$ cat config.mk
export PLATFORM = sky130hd
export DESIGN_NAME = ddrp_top
export DESIGN_NICKNAME = d
export VERILOG_FILES = /design/src/ddrp_pkg.sv /design/src/ddrp_top.sv /design/src/ddrp_sync.sv /design/src/ddrp_bank.sv
export VERILOG_INCLUDE_DIRS = /design/src
export SDC_FILE = /design/constraint.sdc
export NUM_CORES = 1
export LEC_CHECK = 0
export ABC_AREA = 1
export BUFFER_PORTS_ARGS = -buffer_cell sky130_fd_sc_hd__buf_4
export CAP_MARGIN = 20
export CELL_PAD_IN_SITES_DETAIL_PLACEMENT = 0
export CELL_PAD_IN_SITES_GLOBAL_PLACEMENT = 2
export CORE_UTILIZATION = 31
export DETAILED_ROUTE_END_ITERATION = 7
export MAX_ROUTING_LAYER = met4
export PLACE_DENSITY_LB_ADDON = 0.3
export SLEW_MARGIN = 25
export SYNTH_ARGS = -nofsm -noshare
export SYNTH_HDL_FRONTEND = slang
export SYNTH_SLANG_ARGS = --single-unit
$ cat constraint.sdc
create_clock -name pclk -period 5.15 [get_ports pclk]
set_input_delay 1.03 -clock pclk [delete_from_list [all_inputs] [get_ports pclk]]
set_output_delay 1.03 -clock pclk [all_outputs]
set_load 0.05 [all_outputs]
$ cat src/ddrp_params.svh
// constants for the ddr3 command/address pin decoder
// assumes inclusion by bare name from the top, bank and bench files
`ifndef DDRP_PARAMS_SVH
`define DDRP_PARAMS_SVH

// ------------------------------------------------------------
// apb register byte offsets
// ------------------------------------------------------------
`define DDRP_OFS_CTRL 8'h00
`define DDRP_OFS_STATUS 8'h04
`define DDRP_OFS_MR0 8'h08
`define DDRP_OFS_MR1 8'h0c
`define DDRP_OFS_MR2 8'h10
`define DDRP_OFS_MR3 8'h14

// ------------------------------------------------------------
// register fields and reset values
// ------------------------------------------------------------
`define DDRP_CTRL_X8 0
`define DDRP_CTRL_RST 32'h0000_0001
`define DDRP_ST_PSTATE 0
`define DDRP_ST_INRST 2
`define DDRP_ST_TERM 3
`define DDRP_ST_BANKS 8
`define DDRP_ST_LASTCMD 16
`define DDRP_MR_RST 15'h0000

// ------------------------------------------------------------
// mode register fields
// ------------------------------------------------------------
`define DDRP_MR0_BL 0
`define DDRP_MR1_RTT0 2
`define DDRP_MR1_RTT1 6
`define DDRP_MR1_RTT2 9
`define DDRP_MR1_TDQS 11
`define DDRP_MR2_RTTWR 9
`define DDRP_BL_FIX8 2'h0
`define DDRP_BL_OTF 2'h1
`define DDRP_BL_FIX4 2'h2

// ------------------------------------------------------------
// address pin functions and burst counts
// ------------------------------------------------------------
`define DDRP_A_AP 10
`define DDRP_A_BC 12
`define DDRP_BURST8_CK 3'h4
`define DDRP_BURST4_CK 3'h2
`define DDRP_BEATS8 4'h8
`define DDRP_BEATS4 4'h4

`endif

$ cat src/ddrp_pkg.sv
// types shared by the ddr3 pin decoder files
// assumes nothing beyond a systemverilog compiler
`default_nettype none

package ddrp_pkg;

  // command code on {ras_n, cas_n, we_n} with cs_n low
  typedef enum logic [2:0] {
    CMD_MRS = 3'b000,
    CMD_REF = 3'b001,
    CMD_PRE = 3'b010,
    CMD_ACT = 3'b011,
    CMD_WR = 3'b100,
    CMD_RD = 3'b101,
    CMD_ZQ = 3'b110,
    CMD_NOP = 3'b111
  } ddrp_cmd_type;

  // power state of the device
  typedef enum logic [1:0] {
    PS_RUN = 2'b00,
    PS_PPD = 2'b01,
    PS_APD = 2'b10,
    PS_SREF = 2'b11
  } ddrp_pstate_type;

  // raw pin group from the memory controller
  typedef struct packed {
    logic ck;
    logic ck_n;
    logic cke;
    logic cs_n;
    logic ras_n;
    logic cas_n;
    logic we_n;
    logic [2:0] ba;
    logic [14:0] addr;
    logic odt;
    logic dm;
    logic dqs;
  } ddrp_pins_type;

  // decoded command, one ck cycle
  typedef struct packed {
    logic valid;
    ddrp_cmd_type cmd;
    logic [2:0] bank;
    logic [14:0] addr;
    logic auto_pre;
    logic chop;
  } ddrp_dec_type;

  // input receiver enables
  typedef struct packed {
    logic clk;
    logic cke;
    logic odt;
    logic cmd;
    logic data;
  } ddrp_bufen_type;

endpackage : ddrp_pkg

`default_nettype wire

$ cat src/ddrp_top.sv
// ddr3 command/address pin decoder with apb status and mode view
// assumes pins arrive asynchronously and are sampled by pclk
//
// Notes on behaviour
// - capture inputs on ck rising, ck_n falling crossing
// - cke high runs clocks, buffers, drivers
// - cke low: idle banks powerdown/selfrefresh, else active
// - self-refresh exit on cke without ck
// - power-down keeps only ck, ck_n, odt, cke
// - self-refresh keeps only cke receiver
// - cs_n high masks command; cs_n in code
// - odt terminates only data, strobe, mask
// - odt ignored when both rtt fields off
// - dm high drops write beat, both dqs edges
// - x8 mask/tdqs ball chosen by mode bit
// - bank address picks bank or mode register
// - a10 on read/write gives auto-precharge
// - precharge a10 low one bank, high all
// - in otf burst mode a12 low chops burst, high full burst
// - tdqs mode terminates tdqs like dqs
// - reset pin holds device reset asynchronously
//
// Implementation choices: the register offsets and the APB slave port.
`include "ddrp_params.svh"
`default_nettype none

module ddrp_top #(
  parameter int NBANK = 8
) (
  input wire logic pclk, // system clock, 40 MHz
  input wire logic presetn, // async reset, active low
  input wire logic psel, // apb select
  input wire logic penable, // apb access phase
  input wire logic pwrite, // apb write
  input wire logic [7:0] paddr, // apb byte address
  input wire logic [31:0] pwdata, // apb write data
  output logic [31:0] prdata, // apb read data
  output logic pready, // apb ready
  output logic pslverr, // apb error
  input wire ddrp_pkg::ddrp_pins_type pins, // controller pins
  input wire logic reset_pin_n, // device reset pin
  output ddrp_pkg::ddrp_dec_type dec, // decoded command
  output logic [NBANK-1:0] bank_open, // open banks
  output ddrp_pkg::ddrp_pstate_type pstate, // power state
  output ddrp_pkg::ddrp_bufen_type bufen, // receiver enables
  output logic clk_run, // internal clocks on
  output logic drv_en, // output drivers on
  output logic term_data_en, // dq/dqs/dm termination
  output logic term_tdqs_en, // tdqs termination
  output logic dm_func_en, // ball acts as mask
  output logic beat_valid, // write beat seen
  output logic beat_masked // that beat is dropped
);

  // ------------------------------------------------------------
  // device reset
  // ------------------------------------------------------------
  logic rst_meta;
  logic dev_rstn;
  logic rst_any_n;

  assign rst_any_n = presetn & reset_pin_n;

  // asserts at once, releases after two pclk edges
  always_ff @(posedge pclk or negedge rst_any_n) begin
    if (!rst_any_n) begin
      rst_meta <= 1'b0;
      dev_rstn <= 1'b0;
    end else begin
      rst_meta <= 1'b1;
      dev_rstn <= rst_meta;
    end
  end

  // ------------------------------------------------------------
  // pin sampling
  // ------------------------------------------------------------
  ddrp_pkg::ddrp_pins_type pin_s;
  logic cross_q;
  logic dqs_q;
  logic crossing;
  logic ck_edge;
  logic dqs_edge;

  ddrp_sync #(
    .W($bits(ddrp_pkg::ddrp_pins_type))
  ) u_sync (
    .clk(pclk),
    .rstn(dev_rstn),
    .d(pins),
    .q(pin_s)
  );

  // crossing of ck rising and ck_n falling
  assign crossing = pin_s.ck & ~pin_s.ck_n;
  assign ck_edge = crossing & ~cross_q & bufen.clk;
  assign dqs_edge = (pin_s.dqs ^ dqs_q) & bufen.data;

  // edge history
  always_ff @(posedge pclk or negedge dev_rstn) begin
    if (!dev_rstn) begin
      cross_q <= 1'b0;
      dqs_q <= 1'b0;
    end else begin
      cross_q <= crossing;
      dqs_q <= pin_s.dqs;
    end
  end

  // ------------------------------------------------------------
  // receiver, clock and driver enables
  // ------------------------------------------------------------
  always_comb begin
    bufen.cke = 1'b1;
    bufen.clk = (pstate != ddrp_pkg::PS_SREF);
    bufen.odt = (pstate != ddrp_pkg::PS_SREF);
    bufen.cmd = (pstate == ddrp_pkg::PS_RUN);
    bufen.data = (pstate == ddrp_pkg::PS_RUN);
  end

  assign clk_run = (pstate == ddrp_pkg::PS_RUN);
  assign drv_en = (pstate == ddrp_pkg::PS_RUN);

  // ------------------------------------------------------------
  // command decode
  // ------------------------------------------------------------
  logic [14:0] mr [4];
  logic cmd_take;
  logic chop_now;
  logic [1:0] bl_mode;
  ddrp_pkg::ddrp_cmd_type cmd_now;
  logic is_rw;

  // deselect or dead receivers mean no command
  assign cmd_take = ck_edge & bufen.cmd & pin_s.cke & ~pin_s.cs_n;
  assign cmd_now = ddrp_pkg::ddrp_cmd_type'({pin_s.ras_n, pin_s.cas_n, pin_s.we_n});
  assign is_rw = (cmd_now == ddrp_pkg::CMD_RD) | (cmd_now == ddrp_pkg::CMD_WR);
  assign bl_mode = mr[0][`DDRP_MR0_BL +: 2];

  // fixed modes override the a12 pin
  always_comb begin
    case (bl_mode)
      `DDRP_BL_OTF: chop_now = ~pin_s.addr[`DDRP_A_BC];
      `DDRP_BL_FIX4: chop_now = 1'b1;
      default: chop_now = 1'b0;
    endcase
  end

  // registered command record, one pclk pulse per command
  always_ff @(posedge pclk or negedge dev_rstn) begin
    if (!dev_rstn) begin
      dec <= '0;
    end else begin
      dec.valid <= cmd_take;
      if (cmd_take) begin
        dec.cmd <= cmd_now;
        dec.bank <= pin_s.ba;
        dec.addr <= pin_s.addr;
        dec.auto_pre <= pin_s.addr[`DDRP_A_AP];
        dec.chop <= is_rw & chop_now;
      end
    end
  end

  // mode registers loaded by mode register set
  always_ff @(posedge pclk or negedge dev_rstn) begin
    if (!dev_rstn) begin
      for (int i = 0; i < 4; i++) begin
        mr[i] <= `DDRP_MR_RST;
      end
    end else if (cmd_take && cmd_now == ddrp_pkg::CMD_MRS && !pin_s.ba[2]) begin
      mr[pin_s.ba[1:0]] <= pin_s.addr;
    end
  end

  // ------------------------------------------------------------
  // banks
  // ------------------------------------------------------------
  genvar g;
  generate
    for (g = 0; g < NBANK; g++) begin : g_bank
      logic hit;
      assign hit = (pin_s.ba == 3'(g));
      ddrp_bank u_bank (
        .clk(pclk),
        .rstn(dev_rstn),
        .ck_edge(ck_edge),
        .act(cmd_take & hit & (cmd_now == ddrp_pkg::CMD_ACT)),
        .pre(cmd_take & (cmd_now == ddrp_pkg::CMD_PRE) & (hit | pin_s.addr[`DDRP_A_AP])),
        .rw_ap(cmd_take & hit & is_rw & pin_s.addr[`DDRP_A_AP]),
        .chop(chop_now),
        .row_in(pin_s.addr),
        .open(bank_open[g]),
        .row()
      );
    end
  endgenerate

  // ------------------------------------------------------------
  // power state
  // ------------------------------------------------------------
  ddrp_pkg::ddrp_pstate_type next_pstate;
  logic cke_fall;

  // controller keeps cke high across bursts, so entry needs no burst check
  assign cke_fall = ck_edge & ~pin_s.cke;

  always_comb begin
    next_pstate = pstate;
    case (pstate)
      ddrp_pkg::PS_RUN: begin
        if (cke_fall) begin
          if (!pin_s.cs_n && cmd_now == ddrp_pkg::CMD_REF && bank_open == '0) begin
            next_pstate = ddrp_pkg::PS_SREF;
          end else if (bank_open != '0) begin
            next_pstate = ddrp_pkg::PS_APD;
          end else begin
            next_pstate = ddrp_pkg::PS_PPD;
          end
        end
      end
      ddrp_pkg::PS_PPD, ddrp_pkg::PS_APD: begin
        if (ck_edge && pin_s.cke) begin
          next_pstate = ddrp_pkg::PS_RUN;
        end
      end
      ddrp_pkg::PS_SREF: begin
        if (pin_s.cke) begin
          next_pstate = ddrp_pkg::PS_RUN;
        end
      end
      default: next_pstate = ddrp_pkg::PS_RUN;
    endcase
  end

  // power state register
  always_ff @(posedge pclk or negedge dev_rstn) begin
    if (!dev_rstn) begin
      pstate <= ddrp_pkg::PS_RUN;
    end else begin
      pstate <= next_pstate;
    end
  end

  // ------------------------------------------------------------
  // termination and mask
  // ------------------------------------------------------------
  logic odt_q;
  logic rtt_en;
  logic x8_mode;
  logic tdqs_mode;

  assign rtt_en = mr[1][`DDRP_MR1_RTT0] | mr[1][`DDRP_MR1_RTT1] | mr[1][`DDRP_MR1_RTT2]
                | (mr[2][`DDRP_MR2_RTTWR +: 2] != 2'h0);
  assign tdqs_mode = x8_mode & mr[1][`DDRP_MR1_TDQS];
  assign dm_func_en = ~tdqs_mode;
  assign term_data_en = odt_q & rtt_en & bufen.odt;
  assign term_tdqs_en = term_data_en & tdqs_mode;

  // odt sampled on the crossing, even in power-down
  always_ff @(posedge pclk or negedge dev_rstn) begin
    if (!dev_rstn) begin
      odt_q <= 1'b0;
    end else if (ck_edge && bufen.odt) begin
      odt_q <= pin_s.odt & rtt_en;
    end
  end

  // ------------------------------------------------------------
  // write beats: write latency is not modelled
  // ------------------------------------------------------------
  logic [3:0] wr_beats;

  always_ff @(posedge pclk or negedge dev_rstn) begin
    if (!dev_rstn) begin
      wr_beats <= 4'h0;
      beat_valid <= 1'b0;
      beat_masked <= 1'b0;
    end else begin
      beat_valid <= 1'b0;
      if (cmd_take && cmd_now == ddrp_pkg::CMD_WR) begin
        wr_beats <= chop_now ? `DDRP_BEATS4 : `DDRP_BEATS8;
      end else if (dqs_edge && wr_beats != 4'h0) begin
        wr_beats <= wr_beats - 4'h1;
        beat_valid <= 1'b1;
        beat_masked <= pin_s.dm & dm_func_en;
      end
    end
  end

  // ------------------------------------------------------------
  // apb slave, zero wait states
  // ------------------------------------------------------------
  logic [31:0] ctrl;
  logic [31:0] rd_mux;
  logic hit_any;
  ddrp_pkg::ddrp_cmd_type last_cmd;

  assign x8_mode = ctrl[`DDRP_CTRL_X8];
  assign pready = 1'b1;
  assign pslverr = psel & penable & ~hit_any;

  // last accepted command for software
  always_ff @(posedge pclk or negedge dev_rstn) begin
    if (!dev_rstn) begin
      last_cmd <= ddrp_pkg::CMD_NOP;
    end else if (cmd_take) begin
      last_cmd <= cmd_now;
    end
  end

  // read mux; unmapped reads as zero with error
  always_comb begin
    rd_mux = 32'h0000_0000;
    hit_any = 1'b1;
    case (paddr)
      `DDRP_OFS_CTRL: rd_mux = ctrl;
      `DDRP_OFS_STATUS: begin
        rd_mux[`DDRP_ST_PSTATE +: 2] = pstate;
        rd_mux[`DDRP_ST_INRST] = ~dev_rstn;
        rd_mux[`DDRP_ST_TERM] = term_data_en;
        rd_mux[`DDRP_ST_BANKS +: 8] = 8'(bank_open);
        rd_mux[`DDRP_ST_LASTCMD +: 3] = last_cmd;
      end
      `DDRP_OFS_MR0: rd_mux = {17'h0_0000, mr[0]};
      `DDRP_OFS_MR1: rd_mux = {17'h0_0000, mr[1]};
      `DDRP_OFS_MR2: rd_mux = {17'h0_0000, mr[2]};
      `DDRP_OFS_MR3: rd_mux = {17'h0_0000, mr[3]};
      default: hit_any = 1'b0;
    endcase
  end

  // read data latched in the setup cycle
  always_ff @(posedge pclk or negedge presetn) begin
    if (!presetn) begin
      prdata <= 32'h0000_0000;
    end else if (psel && !penable && !pwrite) begin
      prdata <= rd_mux;
    end
  end

  // control register write in the access cycle
  always_ff @(posedge pclk or negedge presetn) begin
    if (!presetn) begin
      ctrl <= `DDRP_CTRL_RST;
    end else if (psel && penable && pwrite && paddr == `DDRP_OFS_CTRL) begin
      ctrl <= {31'h0000_0000, pwdata[`DDRP_CTRL_X8]};
    end
  end

endmodule // ddrp_top

`default_nettype wire

$ cat src/ddrp_sync.sv
// two-flop synchroniser for a vector of pin levels
// assumes each bit is an independent level from another domain
`default_nettype none

module ddrp_sync #(
  parameter int W = 1
) (
  input wire logic clk, // sampling clock
  input wire logic rstn, // async reset, active low
  input wire logic [W-1:0] d, // asynchronous levels
  output logic [W-1:0] q // synchronised levels
);

  logic [W-1:0] meta;

  // first stage feeds only the second
  always_ff @(posedge clk or negedge rstn) begin
    if (!rstn) begin
      meta <= '0;
      q <= '0;
    end else begin
      meta <= d;
      q <= meta;
    end
  end

endmodule // ddrp_sync

`default_nettype wire

$ cat src/ddrp_bank.sv
// state of one internal bank: open row and pending auto-precharge
// assumes act, pre and rw_ap are one-cycle pulses on ck edges
`include "ddrp_params.svh"
`default_nettype none

module ddrp_bank (
  input wire logic clk, // pclk
  input wire logic rstn, // device reset, active low
  input wire logic ck_edge, // one ck crossing seen
  input wire logic act, // activate this bank
  input wire logic pre, // precharge this bank
  input wire logic rw_ap, // read/write with auto-precharge
  input wire logic chop, // chopped burst
  input wire logic [14:0] row_in, // row on activate
  output logic open, // a row is open
  output logic [14:0] row // open row address
);

  logic [2:0] ap_cnt;

  // open/close tracking; auto-precharge waits for burst to end
  always_ff @(posedge clk or negedge rstn) begin
    if (!rstn) begin
      open <= 1'b0;
      row <= 15'h0000;
      ap_cnt <= 3'h0;
    end else if (act) begin
      open <= 1'b1;
      row <= row_in;
    end else if (pre) begin
      open <= 1'b0;
      ap_cnt <= 3'h0;
    end else if (rw_ap) begin
      ap_cnt <= chop ? `DDRP_BURST4_CK : `DDRP_BURST8_CK;
    end else if (ck_edge && ap_cnt != 3'h0) begin
      ap_cnt <= ap_cnt - 3'h1;
      if (ap_cnt == 3'h1) begin
        open <= 1'b0;
      end
    end
  end

endmodule // ddrp_bank

`default_nettype wire

==> results.toml <==
[timing]
finalClockSkew_ns = 0.0142
period_share_pct = 57.6
finalSetupViolCount = 0
min_period_ns = 2.97
finalHoldViolCount = 0
slew_headroom_pct = 40.8
rsz0062_at_grt = "false"
fmax_mhz = 337
hold_ws_ns = 0.236
max_slew.worst_pin.slew_ns = 0.888
drv_slew = 0
tns_ns = 0

[logic_synthesis]
synth_mux_area_share_pct = 0
synth_xor_area_share_pct = 0.957
yosysWarnings = 0
ys_seq_area_share_pct = 56.6
yosys.area.top_type = "dfrtp_1"
syn_area_per_cell_sq_um = 9.10
yosysMostFrequentCell = "nand2_1"
syn_inst = 1006
synth-compound-area-share_pct = 9.80
synth-simple-area-share_pct = 20.4
netlist_area_sq_mm = 0.00916
yosys-top-cells-count = "nand2_1 (290), dfrtp_1 (203), inv_1 (95)"
synth_fa_ha_area_share_pct = 3.96
synth_top_area_share_pct = 55.5
synth-async-reset-ratio_pct = 100
synthFlopType = "dfrtp_1"
synth_top_family_by_area = "simple AND/OR/NAND/NOR gates"
synth_seq_cells = 207
synth_area_leaders = "dfrtp_1 (55%), nand2_1 (12%), o21ai_0 (5.1%), ha_1 (4.0%), inv_1 (3.9%)"
synth_edf_count = 0
synth.distinct_cells = 41

[drt]
routed_wl_mm = 23.3
via_count = 6802
drtIter0Drc = 365
ant_nets = 0
post-route-drc-count = 0
wl_per_cell_microns = 15.4
viasPerCell = 4.50
drt_pass1_iterations = 5

[global_route]
overflow = 0
grt_pass1_vias = 6628
antenna_found_initial = 0
grt_pass1_wl_mm = 37.7
grt_max_degree = 162
grt_use_total_pct = 16.4

[setup_path]
cp-start-kind = "register"
cp_max_fo = 4
path_class = "reg -> out"
cp-end-kind = "output pin"
r2r_slack_ns = 2.58
worstPathRequired_ns = 4.12
crit_arrival_ns = 1.94

[status]
status = "completed"

[floorplanning]
placementRows = 62
dieArea_sq_mm = 0.0302
fp.coreArea_sq_mm = 0.0289
die_w_microns = 174
io_pins = 154
start_util_pct = 31.7
die_y_microns = 174

[power_and_ir_drop]
cell_internal_pwr_uw = 3620
p_per_area_mw_per_mm2 = 499
finalPower_uw = 5580
sw_frac_of_total_pct = 35.0
power_frac_comb_pct = 27.9
clockPowerShare_pct = 34.8
seq_power_share_pct = 37.2
power_switching_uw = 1950
irDropWorstVdd_mv = 0.357
leakagePower_uw = 0.00559

[clock_tree]
ctsHoldBuffers = 0
root_buffer = "clkbuf_16"
cts_made_buffers = 26
cts_buffer_depth = 3
tritoncts = "yes"
cts_sinks = 207
cts.clk_slew.worst_paths_ns = 0.06
cts_setup_buffers = 0
cts_resized = 0
clock_latency_ns = 0.54
h-tree-depth = 1

[cells_and_area]
ff_latch_area_sq_mm = 0.00519
multiInputGateArea_sq_mm = 0.00328
nets = 1210
drive_above_1_share_pct = 17.2
utilization_pct = 38.7
layout.cells.non_filler = 1511
fill_cells = 2983
n_antenna_cell = 0
area_growth_pct = 22.0

[run]
cap_viol_max_count = 0

[placement]
port_buffers = 107
placed_cells = 1463
place_congestion = 0.790
hpwlAfterDp_mm = 15.4

[hold_path]
worstHoldPathType = "reg -> async"
[power groups by stage]
stage | Clock, uW | Combinational, uW | Sequential [uW]
finish | 1940 | 1560 | 2080
global route | 2070 | 1740 | 2110
CTS | 2000 | 1580 | 2080
detailed placement | 0 | 1580 | 2100
global placement | 0 | 1560 | 2110
floorplan | 0 | 821 | 2440
[worst max-delay path: stages, from the launching register on]
cell     delay, ns
dfrtp_1       0.42
ha_1          0.23
inv_1         0.15
nand3_1       0.24
nor2_1        0.15
buf_4         0.21
[cells by family (layout without fill, tap and decap cells)]
logic type,count (synthesis),after routing
AO/OA/AOI/OAI,166,166
XOR/XNOR,10,10
adder cells (fa/ha/maj),29,29
buffers and inverters,162,269
flip-flops,207,207
other,2,16
AND/OR/NAND/NOR,430,430
[through the flow]
stage / instance area, sq um / worst slack [ns]
after global placement: 10200 / 2.28
final: 11200 / 2.18
after global routing: 11200 / 2.02
after CTS: 11200 / 2.10
after detailed placement: 10200 / 2.27
after floorplan: 9210 / 1.87
[flip-flops by register name (all words and copies together) (netlist names), 3 cells and up]
| register | count |
|---|---|
| u_sync.q | 28 |
| last_cmd | 3 |
| wr_beats | 4 |
| g_bank.u_bank.open | 8 |
| mr | 58 |
| dec | 23 |
| prdata | 19 |
| g_bank.u_bank.ap_cnt | 24 |
| u_sync.meta | 28 |
[worst paths after layout]
| kind | startpoint | depth (start not counted) | end |
|---|---|---|---|
| max | pstate[0] | 5 | term_tdqs_en |
| min | dev_rstn | 0 | mr[11] |
| max reg2reg | pstate[1] | 10 | g_bank[0].u_bank.ap_cnt[0] |
| min reg2reg | dev_rstn | 0 | mr[11] |
| max in group asynchronous | dev_rstn | 1 | g_bank[1].u_bank.ap_cnt[0] |
| min in group pclk | u_sync.meta[10] | 0 | u_sync.q[10] |
[layer usage]
layer	vias to the layer above	part of all wire, %	track usage (%)
li1	3423	-	-
met3	29	4.3	2.52
met2	148	42	23.1
met1	3202	52	24.4
met5	-	0	-
met4	0	1.7	3.76
[cell type report]
| type | count | share of cell area (%) |
|---|---|---|
| Clock buffer | 35 | 6.57 |
| Clock inverter | 13 | 1.80 |
| Inverter | 103 | 3.46 |
| Multi-Input combinational cell | 651 | 29.4 |
| Sequential cell | 207 | 46.4 |
| Tap cell | 384 | 4.30 |
| Timing Repair Buffer | 118 | 8.04 |
[placed cells by master, fill, tap and decap left out, types with 16 or more instances in the layout]
| master | n |
|---|---|
| conb_1 | 16 |
| o21ai_0 | 93 |
| nor2_1 | 27 |
| dfrtp_1 | 202 |
| ha_1 | 29 |
| buf_4 | 117 |
| nand3_1 | 64 |
| inv_1 | 95 |
| o21ai_1 | 34 |
| nand4_1 | 18 |
| clkbuf_16 | 26 |
| nand2_1 | 290 |
Power figures use the tool's default switching activity.
